**src/logic/port_io_map.svh**
```systemverilog
/*
 File: register offsets, page codes, field positions and reset values
 for the port pin block.
 Assumes: included by bare name; definitions only.
*/
`ifndef PORT_IO_MAP_SVH
`define PORT_IO_MAP_SVH

// Register page that holds the upper ports and the mode registers
`define PAGE_UPPER        8'h0f

// Port data latches
`define OFS_PORT0_LATCH   8'h80
`define OFS_PORT1_LATCH   8'h90
`define OFS_PORT2_LATCH   8'ha0
`define OFS_PORT3_LATCH   8'hb0
`define OFS_PORT4_LATCH   8'hc8
`define OFS_PORT5_LATCH   8'hd8
`define OFS_PORT6_LATCH   8'he8
`define OFS_PORT7_LATCH   8'hf8

// Drive type registers
`define OFS_PORT0_DRIVE   8'ha4
`define OFS_PORT1_DRIVE   8'ha5
`define OFS_PORT2_DRIVE   8'ha6
`define OFS_PORT3_DRIVE   8'ha7
`define OFS_PORT4_DRIVE   8'h9c
`define OFS_PORT5_DRIVE   8'h9d
`define OFS_PORT6_DRIVE   8'h9e
`define OFS_PORT7_DRIVE   8'h9f

// Input mode of the second port and routing config c
`define OFS_PORT1_INSEL   8'had
`define OFS_ROUTE_C       8'he3

// Fields of routing_config_c
`define BIT_PULLUP_DIS    7
`define BIT_ROUTE_EN      6

// Reset values
`define RST_LATCH         8'hff
`define RST_DRIVE         8'h00
`define RST_INSEL         8'hff
`define RST_ROUTE_C       8'h00

`endif

```
**src/logic/port_io_pkg.sv**
```systemverilog
/*
 File: types shared by the port pin block.
 Assumes: compiled before the block.
*/
package port_io_pkg;
   typedef logic [7:0] byte_t;
   typedef enum logic [2:0] {
      K_NONE, K_LATCH, K_DRIVE, K_INSEL, K_ROUTE
   } reg_kind_t;
   typedef struct packed {
      reg_kind_t   kind;
      logic [2:0]  idx;
   } reg_sel_t;
endpackage : port_io_pkg

```
**src/logic/port_io.sv**
```systemverilog
/*
 File: port pin logic for eight 8-bit ports: latches, drive types,
 analog select of port 1, routing gate, external memory takeover,
 synchronised pin read back, register access on the core's bus.
 Assumes: page select register and routing priority live outside;
 pin pads resolve PIN_OUT / PIN_OE_N / PIN_PULLUP into the wire.
*/
// Functional notes
// - Drive type bit 0 gives open-drain, 1 gives push-pull.
// - Push-pull drives low for latch 0, high for latch 1.
// - Open-drain drives low for latch 0, releases for latch 1.
// - Serial data, clock and mode-0 receive pins always open-drain; here only while PERIPH_FORCE_OD is set on the claimed pin.
// - Data writes update latch; pins follow as routing allows.
// - Ordinary reads return pin level, even when routing claims it.
// - Read-modify-write read phase returns latch contents.
// - Port 1 analog pin: no input path, no pullup, reads 0.
// - Port 1 digital pin reads level; pullup follows global disable.
// - Port 1 analog pins are skipped by peripheral routing.
// - Port 1 analog pin drive still follows latch and drive type.
// - Memory port drives ports 1-3 per multiplexed mode.
// - Ports 4-7 latches accept byte and bit access.
// - Drive type registers reset to zero, all open-drain.
// - Each drive type bit controls only its own pin.
// - Unbonded ports keep registers and active inputs.
// - Port 1 input mode register resets to all ones.
// - Pullup disable bit global; pullup off on pins driving 0.
// - Routing disabled forces ports 0-3 to input.
`timescale 1ns/10ps
module port_io (
   input  wire logic                 CLK,
   input  wire logic                 RST,
   input  wire logic [7:0]           SFR_ADDR,
   input  wire logic [7:0]           SFR_PAGE,
   input  wire logic                 SFR_WR,
   input  wire logic                 SFR_RD,
   input  wire logic                 SFR_RMW,
   input  wire logic                 SFR_BIT,
   input  wire logic [2:0]           SFR_BITSEL,
   input  wire port_io_pkg::byte_t   SFR_WDATA,
   output port_io_pkg::byte_t        SFR_RDATA,
   input  wire logic [31:0]          PERIPH_SEL,
   input  wire logic [31:0]          PERIPH_OUT,
   input  wire logic [31:0]          PERIPH_FORCE_OD,
   input  wire logic                 EXTERNAL_MEMORY_PORT_ACTIVE,
   input  wire logic                 EXTERNAL_MEMORY_PORT_MUXED,
   input  wire logic [15:0]          EXTERNAL_MEMORY_PORT_ADDR,
   input  wire logic [7:0]           EXTERNAL_MEMORY_PORT_BUS_OUT,
   input  wire logic                 EXTERNAL_MEMORY_PORT_BUS_DRIVE,
   input  wire logic [63:0]          PIN_IN,
   output logic [63:0]               PIN_OUT,
   output logic [63:0]               PIN_OE_N,
   output logic [63:0]               PIN_PULLUP,
   output logic [7:0]                ROUTE_SKIP,
   output logic                      ROUTE_ENABLE
);
   import port_io_pkg::*;
`include "port_io_map.svh"

   ////////////////////////////////////////////////////////////////////
   // Address decode, shared by write and read paths
   function automatic reg_sel_t decode(input logic [7:0] a,
                                       input logic [7:0] pg);
      reg_sel_t s;
      logic     up;
      s.kind = K_NONE;
      s.idx  = 3'h0;
      up     = (pg == `PAGE_UPPER);
      case (a)
         `OFS_PORT0_LATCH: s = '{K_LATCH, 3'h0};
         `OFS_PORT1_LATCH: s = '{K_LATCH, 3'h1};
         `OFS_PORT2_LATCH: s = '{K_LATCH, 3'h2};
         `OFS_PORT3_LATCH: s = '{K_LATCH, 3'h3};
         `OFS_PORT4_LATCH: if (up) s = '{K_LATCH, 3'h4};
         `OFS_PORT5_LATCH: if (up) s = '{K_LATCH, 3'h5};
         `OFS_PORT6_LATCH: if (up) s = '{K_LATCH, 3'h6};
         `OFS_PORT7_LATCH: if (up) s = '{K_LATCH, 3'h7};
         `OFS_PORT0_DRIVE: if (up) s = '{K_DRIVE, 3'h0};
         `OFS_PORT1_DRIVE: if (up) s = '{K_DRIVE, 3'h1};
         `OFS_PORT2_DRIVE: if (up) s = '{K_DRIVE, 3'h2};
         `OFS_PORT3_DRIVE: if (up) s = '{K_DRIVE, 3'h3};
         `OFS_PORT4_DRIVE: if (up) s = '{K_DRIVE, 3'h4};
         `OFS_PORT5_DRIVE: if (up) s = '{K_DRIVE, 3'h5};
         `OFS_PORT6_DRIVE: if (up) s = '{K_DRIVE, 3'h6};
         `OFS_PORT7_DRIVE: if (up) s = '{K_DRIVE, 3'h7};
         `OFS_PORT1_INSEL: if (up) s = '{K_INSEL, 3'h0};
         `OFS_ROUTE_C:     if (up) s = '{K_ROUTE, 3'h0};
         default:          s = '{K_NONE, 3'h0};
      endcase
      return s;
   endfunction : decode

   // Byte write or single bit write into an old value
   function automatic byte_t merge(input byte_t old);
      byte_t n;
      n = old;
      if (SFR_BIT) begin
         n[SFR_BITSEL] = SFR_WDATA[0];
      end else begin
         n = SFR_WDATA;
      end
      return n;
   endfunction : merge

   reg_sel_t    wsel;
   reg_sel_t    rsel;
   byte_t       latch [8];
   byte_t       drive_type [8];
   byte_t       insel;
   byte_t       route_c;
   logic [63:0] sync1;
   logic [63:0] sync2;
   logic [63:0] next_out;
   logic [63:0] next_oe_n;
   logic [63:0] next_pullup;
   logic        route_en;
   logic        pud;

   assign wsel     = decode(SFR_ADDR, SFR_PAGE);
   assign rsel     = wsel;
   assign route_en = route_c[`BIT_ROUTE_EN];
   assign pud      = route_c[`BIT_PULLUP_DIS];

   ////////////////////////////////////////////////////////////////////
   // Latches and drive type registers
   for (genvar p = 0; p < 8; p++) begin : g_port
      always_ff @(posedge CLK or posedge RST) begin
         if (RST) begin
            latch[p] <= `RST_LATCH;
         end else if (SFR_WR && wsel.kind == K_LATCH &&
                      wsel.idx == 3'(p)) begin
            latch[p] <= merge(latch[p]);
         end
      end
      always_ff @(posedge CLK or posedge RST) begin
         if (RST) begin
            drive_type[p] <= `RST_DRIVE;
         end else if (SFR_WR && wsel.kind == K_DRIVE &&
                      wsel.idx == 3'(p)) begin
            drive_type[p] <= merge(drive_type[p]);
         end
      end
   end

   always_ff @(posedge CLK or posedge RST) begin
      if (RST) begin
         insel <= `RST_INSEL;
      end else if (SFR_WR && wsel.kind == K_INSEL) begin
         insel <= merge(insel);
      end
   end

   always_ff @(posedge CLK or posedge RST) begin
      if (RST) begin
         route_c <= `RST_ROUTE_C;
      end else if (SFR_WR && wsel.kind == K_ROUTE) begin
         route_c <= merge(route_c);
      end
   end

   ////////////////////////////////////////////////////////////////////
   // Pin synchroniser; unbonded pins stay live as inputs
   always_ff @(posedge CLK or posedge RST) begin
      if (RST) begin
         sync1 <= 64'h0;
         sync2 <= 64'h0;
      end else begin
         sync1 <= PIN_IN;
         sync2 <= sync1;
      end
   end

   ////////////////////////////////////////////////////////////////////
   // Per-pin drive decision
   for (genvar n = 0; n < 64; n++) begin : g_pin
      localparam int P = n / 8;
      localparam int B = n % 8;
      logic analog;
      logic claimed;
      logic external_memory_port;
      logic external_memory_port_val;
      logic val;
      logic od;
      logic forced_in;
      logic drive;
      always_comb begin
         analog    = (P == 1) && !insel[B];
         claimed   = 1'b0;
         if (P < 4) begin
            claimed = route_en && PERIPH_SEL[n] && !analog;
         end
         external_memory_port      = 1'b0;
         external_memory_port_val  = 1'b0;
         if (EXTERNAL_MEMORY_PORT_ACTIVE) begin
            if (P == 1 && !EXTERNAL_MEMORY_PORT_MUXED) begin
               external_memory_port     = 1'b1;
               external_memory_port_val = EXTERNAL_MEMORY_PORT_ADDR[8 + B];
            end else if (P == 2) begin
               external_memory_port     = 1'b1;
               external_memory_port_val = EXTERNAL_MEMORY_PORT_MUXED ? EXTERNAL_MEMORY_PORT_ADDR[8 + B] : EXTERNAL_MEMORY_PORT_ADDR[B];
            end else if (P == 3) begin
               external_memory_port     = 1'b1;
               external_memory_port_val = EXTERNAL_MEMORY_PORT_BUS_OUT[B];
            end
         end
         val = external_memory_port ? external_memory_port_val : (claimed ? PERIPH_OUT[n] : latch[P][B]);
         od  = !drive_type[P][B];
         if (claimed && PERIPH_FORCE_OD[n]) begin
            od = 1'b1;
         end
         forced_in = (P < 4) && !route_en;
         // A memory read turns the data bus drivers off
         if (P == 3 && EXTERNAL_MEMORY_PORT_ACTIVE && !EXTERNAL_MEMORY_PORT_BUS_DRIVE) begin
            forced_in = 1'b1;
         end
         drive          = !forced_in && (!val || !od);
         next_out[n]    = val;
         next_oe_n[n]   = !drive;
         next_pullup[n] = !pud && !analog && !(drive && !val);
      end
   end

   always_ff @(posedge CLK or posedge RST) begin
      if (RST) begin
         PIN_OUT    <= {64{1'b1}};
         PIN_OE_N   <= {64{1'b1}};
         PIN_PULLUP <= 64'h0;
      end else begin
         PIN_OUT    <= next_out;
         PIN_OE_N   <= next_oe_n;
         PIN_PULLUP <= next_pullup;
      end
   end

   always_ff @(posedge CLK or posedge RST) begin
      if (RST) begin
         ROUTE_SKIP   <= 8'h00;
         ROUTE_ENABLE <= 1'b0;
      end else begin
         ROUTE_SKIP   <= ~insel;
         ROUTE_ENABLE <= route_en;
      end
   end

   ////////////////////////////////////////////////////////////////////
   // Read path; one cycle from strobe to data
   always_ff @(posedge CLK or posedge RST) begin
      if (RST) begin
         SFR_RDATA <= 8'h00;
      end else if (SFR_RD) begin
         case (rsel.kind)
            K_LATCH: begin
               if (SFR_RMW) begin
                  SFR_RDATA <= latch[rsel.idx];
               end else if (rsel.idx == 3'h1) begin
                  SFR_RDATA <= sync2[15:8] & insel;
               end else begin
                  SFR_RDATA <= sync2[8*rsel.idx +: 8];
               end
            end
            K_DRIVE: SFR_RDATA <= drive_type[rsel.idx];
            K_INSEL: SFR_RDATA <= insel;
            K_ROUTE: SFR_RDATA <= route_c;
            default: SFR_RDATA <= 8'h00;
         endcase
      end
   end
endmodule : port_io

```
**config.mk**
```make
export PLATFORM = sky130hd
export DESIGN_NAME = port_io
export DESIGN_NICKNAME = d
export VERILOG_FILES = /design/src/logic/port_io_pkg.sv /design/src/logic/port_io.sv
export VERILOG_INCLUDE_DIRS = /design/src /design/src/logic
export SDC_FILE = /design/constraint.sdc
export NUM_CORES = 1
export LEC_CHECK = 0
export BUFFER_PORTS_ARGS = -buffer_cell sky130_fd_sc_hd__buf_2
export CAP_MARGIN = 10
export CORE_AREA = 2 2 191 193
export CTS_CLUSTER_DIAMETER = 100
export DETAILED_ROUTE_END_ITERATION = 8
export DIE_AREA = 0 0 193 195
export GPL_TIMING_DRIVEN = 0
export PLACE_DENSITY = 0.89
export SYNTH_ARGS = -nofsm -noshare
export SYNTH_HDL_FRONTEND = slang
export SYNTH_SLANG_ARGS = --single-unit
```
**constraint.sdc**
```tcl
create_clock -name CLK -period 16.25 [get_ports CLK]
set_input_delay 0 -clock CLK [delete_from_list [all_inputs] [get_ports CLK]]
set_output_delay 0 -clock CLK [all_outputs]
set_load 0.02 [all_outputs]
```
==> results of run 1 <==
==> synthesized netlist by cell type, drive strengths merged (35+ instances only) <==
library cell | count | area, sq um
nand3 | 36 | 180
a21oi | 120 | 604
a31oi | 52 | 325
inv | 47 | 176
mux2i | 58 | 581
o31ai | 78 | 586
nand2 | 155 | 582
dfrtp | 281 | 7030
nor2 | 55 | 206
dfstp | 200 | 5260
nor2b | 69 | 432
mux2 | 35 | 394
clkbuf | 93 | 349
o21ai | 129 | 649
==> tightest hold or removal path: stages <==
cell and delay [ns]:
buf_2 0.10, mux2_2 0.13, o21ai_0 0.16, inv_1 0.11
==> where the power goes <==
part / internal [uW] / leakage (uW) / switching, uW
clock network: 666 / 0.000800 / 476
logic: 69.9 / 0.00512 / 122
registers: 1230 / 0.00554 / 15.9
==> final cells by class <==
cell class	count	area, sq um
antenna	4	10.0
buffer	121	509
clock buffer	68	1410
clock inverter	18	203
fill	2327	9970
inverter	48	188
multi-input combinational	967	6030
sequential	481	12300
tap	461	577
timing repair buffer	627	4210
==> registers in the layout, indices dropped and copies added, names as in the netlist <==
signal        count
ROUTE_SKIP        8
PIN_OUT          64
sync2            64
latch            32
PIN_OE_N         64
g_pin.val        32
insel             8
route_c           8
sync1            64
PIN_PULLUP       64
ROUTE_ENABLE      1
drive_type       64
SFR_RDATA         8
==> layer usage <==
layer	vias to the layer above	GRT usage, %	part of all wire (%)
met2	1438	71.0	46
met4	4	29.6	8.0
met3	384	11.2	10
met5	-	0	0.029
li1	7102	-	-
met1	8629	54.2	35
==> what timing repair did <==
| item | in CTS | in global routing |
|---|---|---|
| setup endpoints to repair | 0 | 0 |
| hold buffers | 200 | 0 |
| hold endpoints to repair | 215 | 0 |
==> worst paths after layout <==
kind,endpoint,slack [ns],startpoint
worst max register to register,PIN_OE_N[12],12.80,route_c[6]
worst max-delay path,SFR_RDATA[6],12.59,SFR_ADDR[4]
min in group asynchronous,PIN_PULLUP[57],0.17,RST
max in group asynchronous,PIN_PULLUP[7],14.35,RST
worst min-delay path,PIN_OUT[16],-0.04,PERIPH_OUT[16]
worst min register to register,sync2[17],0.34,sync1[17]
==> through the flow <==
| step | total power, uW | instance area (sq um) |
|---|---|---|
| finish | 2580 | 25400 |
| CTS | 2560 | 25400 |
| global placement | 1410 | 21700 |
| floorplan | 1330 | 19000 |
| detailed placement | 1410 | 21800 |
| global route | 2650 | 25400 |
==> kinds of logic after synthesis <==
logic type / after synthesis
AOI/OAI and AO/OA: 488
DFF: 481
and+or+nand+nor: 381
buffers and inverters: 169
muxes: 98
==> impl_metrics.csv, run 1 <==
group,metric,value,unit
worst_setup_path,worst-path-stages,11,
grt,grt_pass1_wl,120,mm
synth,netlist_area,19000,sq um
floorplan,die_y,195,microns
routing,route.detailed.drc,0,
floorplan,boundaryPins,429,
grt,grt.overflow.total,0,
outcome,failed_checks,"hold timing",
routing,route.vias.total,17557,
worst_setup_path,critPathKind,"in -> reg",
grt,track_usage,44.7,%
worst_hold_path,hold_depth,4,
synth,synth-compound-area-share,16.2,%
synth,synth_xor_area_share,0,%
clock_tree,clk_pin_slew,0.06,ns
floorplan,die_area,37600,sq um
sta,setup_viol,0,
synth,ys.flop_type,"dfrtp_1",
sta,tightest_slew,1.33,ns
worst_setup_path,crit_family,"compound AO/OA/AOI/OAI gates",
worst_setup_path,crit_path_frequent_cell,"buf_2",
final_layout,postLayoutCoreUtil,71.8,%
final_layout,syn_to_final_growth,33.7,%
worst_setup_path,slowest_delay,1.02,ns
sta,fin_crit,3.66,ns
synth,synth_async_sr_flop_share,100,%
power,leakagePower,0.0115,uW
final_layout,final_common_cell,"buf_2",
sta,skew,0.0255,ns
final_layout,final_cell_mix,"buf_2 (444), dfrtp_1 (281), dfstp_2 (200), dlygate4sd3_1 (200), nand2_1 (155)",
routing,wl_per_cell,30.0,microns
worst_setup_path,startpoint_type,"input pin",
placed_design,hpwl,57.8,mm
worst_setup_path,cp_cell_sequence,"buf_2, buf_2, nand3b_1, a21oi_2, a221oi_2, buf_2, clkbuf_1, a221oi_1, a311oi_1, nor3_1, o221ai_1",
worst_setup_path,cp-end-kind,"flop",
grt,grt_pass1_vias,18075,
synth,syn_avg_cell_area,11.8,sq um
clock_tree,htreeDepth,2,
sta,rsz0062_at_grt,"no",
sta,period_share,22.5,%
synth,synth_edf_count,0,
floorplan,start_util,53.7,%
synth,synth_top_family_by_area,"compound AO/OA/AOI/OAI gates",
worst_setup_path,slowest_stage,"a221oi_2",
clock_tree,clock_path_buffers,3,
flow_run,cap_violations,0,
final_layout,nNetsFinal,2513,
floorplan,placementRows,69,
routing,wl,84.0,mm
floorplan,die_w,193,microns
clock_tree,clock_latency,0.58,ns
clock_tree,clk_root_buffer_cell,"clkbuf_16",
synth,synthAdderAreaFrac,0,%
clock_tree,cts_buffers,47,
routing,detail-route-antenna-nets,0,
synth,synthMuxAreaShare,5.72,%
synth,syn_inst,1617,
placed_design,placedCellCount,2505,
placed_design,io_buffers,424,
worst_setup_path,ff2ff_path_depth,6,
placed_design,routabilityCongestion,1.01,
routing,drtIter0Drc,1979,
routing,firstDrtPassIters,7,
worst_setup_path,crit_buf_inv,4,
sta,relSlewSlack,10.1,%
synth,synth.yosys.seq_area_share,64.6,%
grt,antenna_found_initial,5,
final_layout,fin_cells,2795,
synth,synth-simple-area-share,9.86,%
clock_tree,cts_tree,"done",
placed_design,dp_slack,12.29,ns
synth,synth-warning-count,0,
worst_setup_path,cp_data_required_time,16.72,ns
grt,grt_max_degree,135,
sta,hold_viol,2,
worst_setup_path,crit_arrival,4.13,ns
clock_tree,cts_resized,0,
clock_tree,numClockSinks,481,
power,p_per_area,102,nW/um^2
worst_setup_path,path_max_fanout,10,
synth,syn_nets,1837,
sta,fmax,0.273,GHz
sta,tns,0,ns
worst_hold_path,min_path_type,"in -> reg",
synth,synth.distinct_cells,65,
synth,ys_ff_latch,481,
power,ir_worst_vdd,109,uV
sta,setup_ws,12.59,ns
sta,slew_viol_final,0,
outcome,status,"complete, but fails checks",
final_layout,drive_gt1_share,33.3,%
clock_tree,post_cts_buffers,0,
floorplan,core,35400,sq um
routing,viasPerCell,6.28,
sta,hold_slack,-0.0361,ns
No activity file was read; power rests on OpenSTA's default activity.
==> run 2, diff against run 1 <==
clock period = 3.6 ns   (was 16.25 ns; I/O delays follow)
==> run 2 against run 1 <==
Net effect:
- the run now ends clean
- total power rose to 4.6 times the previous value
- via count rose by 1.2%
- critical path depth fell by 1
- worst setup slack got worse by 12 ns
==> impl_metrics.csv, run 2 (synthesized netlist as in run 1, its figures left out) <==
group,metric,value,unit
outcome,status,"complete, no violations",
worst_setup_path,ff2ff_path_depth,6,
worst_setup_path,cp_data_required_time,4.02,ns
power,power.switching,2890,uW
worst_setup_path,slowest_delay,0.79,ns
floorplan,die_y,195,microns
power,intPower,9060,uW
worst_setup_path,startpoint_type,"input pin",
final_layout,drive_gt1_share,33.6,%
power,seq_power_share,47.2,%
routing,route.detailed.drc,0,
worst_setup_path,reg2reg_setup_slack,0.31,ns
final_layout,multi_input_area,6050,sq um
sta,skew,0.0168,ns
floorplan,start_util,53.7,%
sta,fin_crit,3.33,ns
clock_tree,cts_tree,"done",
power,leakagePower,0.0116,uW
clock_tree,numClockSinks,481,
grt,grt_max_degree,50,
grt,grt_pass1_vias,18162,
sta,relSlewSlack,8.16,%
routing,viasPerCell,6.30,
sta,rsz0062_at_grt,"no",
sta,hold_slack,0.00669,ns
sta,fmax,0.300,GHz
worst_setup_path,r2r-end,"PIN_OE_N[12]",
flow_run,cap_violations,0,
routing,wl_per_cell,30.3,microns
sta,tightest_slew,1.38,ns
sta,setup_viol,0,
worst_setup_path,cp-end-kind,"flop",
routing,firstDrtPassIters,7,
final_layout,nFillCells,2261,
worst_setup_path,crit_arrival,3.75,ns
power,power_frac_comb,7.6,%
floorplan,die_w,193,microns
placed_design,placedCellCount,2514,
clock_tree,clock_latency,0.58,ns
clock_tree,post_cts_buffers,0,
clock_tree,cts_buffers,48,
sta,period_share,92.6,%
worst_setup_path,path_max_fanout,10,
worst_hold_path,min_path_type,"in -> async",
floorplan,boundaryPins,429,
sta,slew_viol_final,0,
worst_setup_path,crit_path_frequent_cell,"buf_2",
grt,grt_pass1_wl,122,mm
final_layout,fin_cells,2821,
floorplan,core,35400,sq um
grt,antenna_found_initial,10,
routing,wl,85.4,mm
clock_tree,clk_pin_slew,0.07,ns
placed_design,routabilityCongestion,1.01,
worst_setup_path,r2r_start,"route_c[6]",
grt,grt.overflow.total,0,
routing,drtIter0Drc,1861,
sta,hold_viol,0,
routing,detail-route-antenna-nets,0,
clock_tree,clock_path_buffers,3,
final_layout,seq_area,12300,sq um
placed_design,io_buffers,424,
final_layout,postLayoutCoreUtil,72.8,%
placed_design,hpwl,59.1,mm
sta,tns,0,ns
floorplan,placementRows,69,
power,p_sw_share,24.2,%
grt,track_usage,45.9,%
worst_setup_path,cp_cell_sequence,"buf_2, nand4bb_1, nor4_1, a221o_1, buf_2, buf_2, nand3_1, clkbuf_1, o21ai_0, o31ai_1",
final_layout,nNetsFinal,2533,
clock_tree,clk_root_buffer_cell,"clkbuf_16",
worst_setup_path,critPathKind,"in -> reg",
power,p_clk_share,45.2,%
routing,route.vias.total,17765,
worst_setup_path,slowest_stage,"nor4_1",
power,p_total,11900,uW
final_layout,final_common_cell,"buf_2",
clock_tree,htreeDepth,2,
final_layout,syn_to_final_growth,35.6,%
floorplan,die_area,37600,sq um
final_layout,final_cell_mix,"buf_2 (444), dfrtp_1 (281), dlygate4sd3_1 (210)",
power,ir_worst_vdd,533,uV
power,p_per_area,463,nW/um^2
[run 2: cell count changes in the layout (fill, tap and decap cells not counted), sizes merged]
cell	delta
dlygate4sd3	+10
buf	+9
clkinv	-5
clkinvlp	+5
diode	+3
bufinv	+2
inv	+2
[run 2: metrics by stage]
step | instance area (sq um) | setup WS (ns)
after floorplan | 19000 | -2.76
after global placement | 21700 | -4.90
after detailed placement | 22000 | -0.403
after CTS | 25700 | 0.133
after global routing | 25800 | 0.228
final | 25800 | 0.266
[run 2: what timing repair did]
| item | in CTS | in global routing |
|---|---|---|
| gates resized for setup | 0 | 1 |
| hold endpoints to repair | 216 | 0 |
| hold buffers | 210 | 0 |
| setup endpoints to repair | 0 | 1 |
[run 2: per-layer routing]
metal  part of all wire [%]  track usage [%]
met4                    8.8             34.1
met3                     11             13.2
met1                     34             53.7
met5                  0.029                0
met2                     46             71.6
[run 2: power groups by stage]
stage,Sequential (uW),Clock (uW),Combinational [uW]
finish,5640,5400,905
detailed placement,5710,0,696
floorplan,5720,0,285
CTS,5620,5350,859
global placement,5710,0,646
global route,5640,5620,955
[run 2: worst max-delay path by stage]
stage / endpoint / startpoint
final: drive_type[18] / SFR_PAGE[4]
after global routing: drive_type[18] / SFR_PAGE[4]
after CTS: SFR_RDATA[6] / SFR_PAGE[4]
after detailed placement: SFR_RDATA[6] / SFR_PAGE[4]
after global placement: sync1[24] / RST
after floorplan: PIN_PULLUP[0] / RST
[run 2: layout make-up]
class / instances / share of cell area, %
Clock buffer: 68 / 5.42
Timing Repair Buffer: 646 / 17.3
Clock inverter: 22 / 1.12
Sequential cell: 481 / 47.7
Tap cell: 461 / 2.24
Multi-Input combinational cell: 967 / 23.5
Buffer: 121 / 1.98
Inverter: 48 / 0.714
Antenna cell: 7 / 0.0680
[run 2: critical path: cells and delay by family]
family          cells  cell delay (ns)
simple gates        3             1.49
compound gates      3             0.97
buf+inv             4             1.29
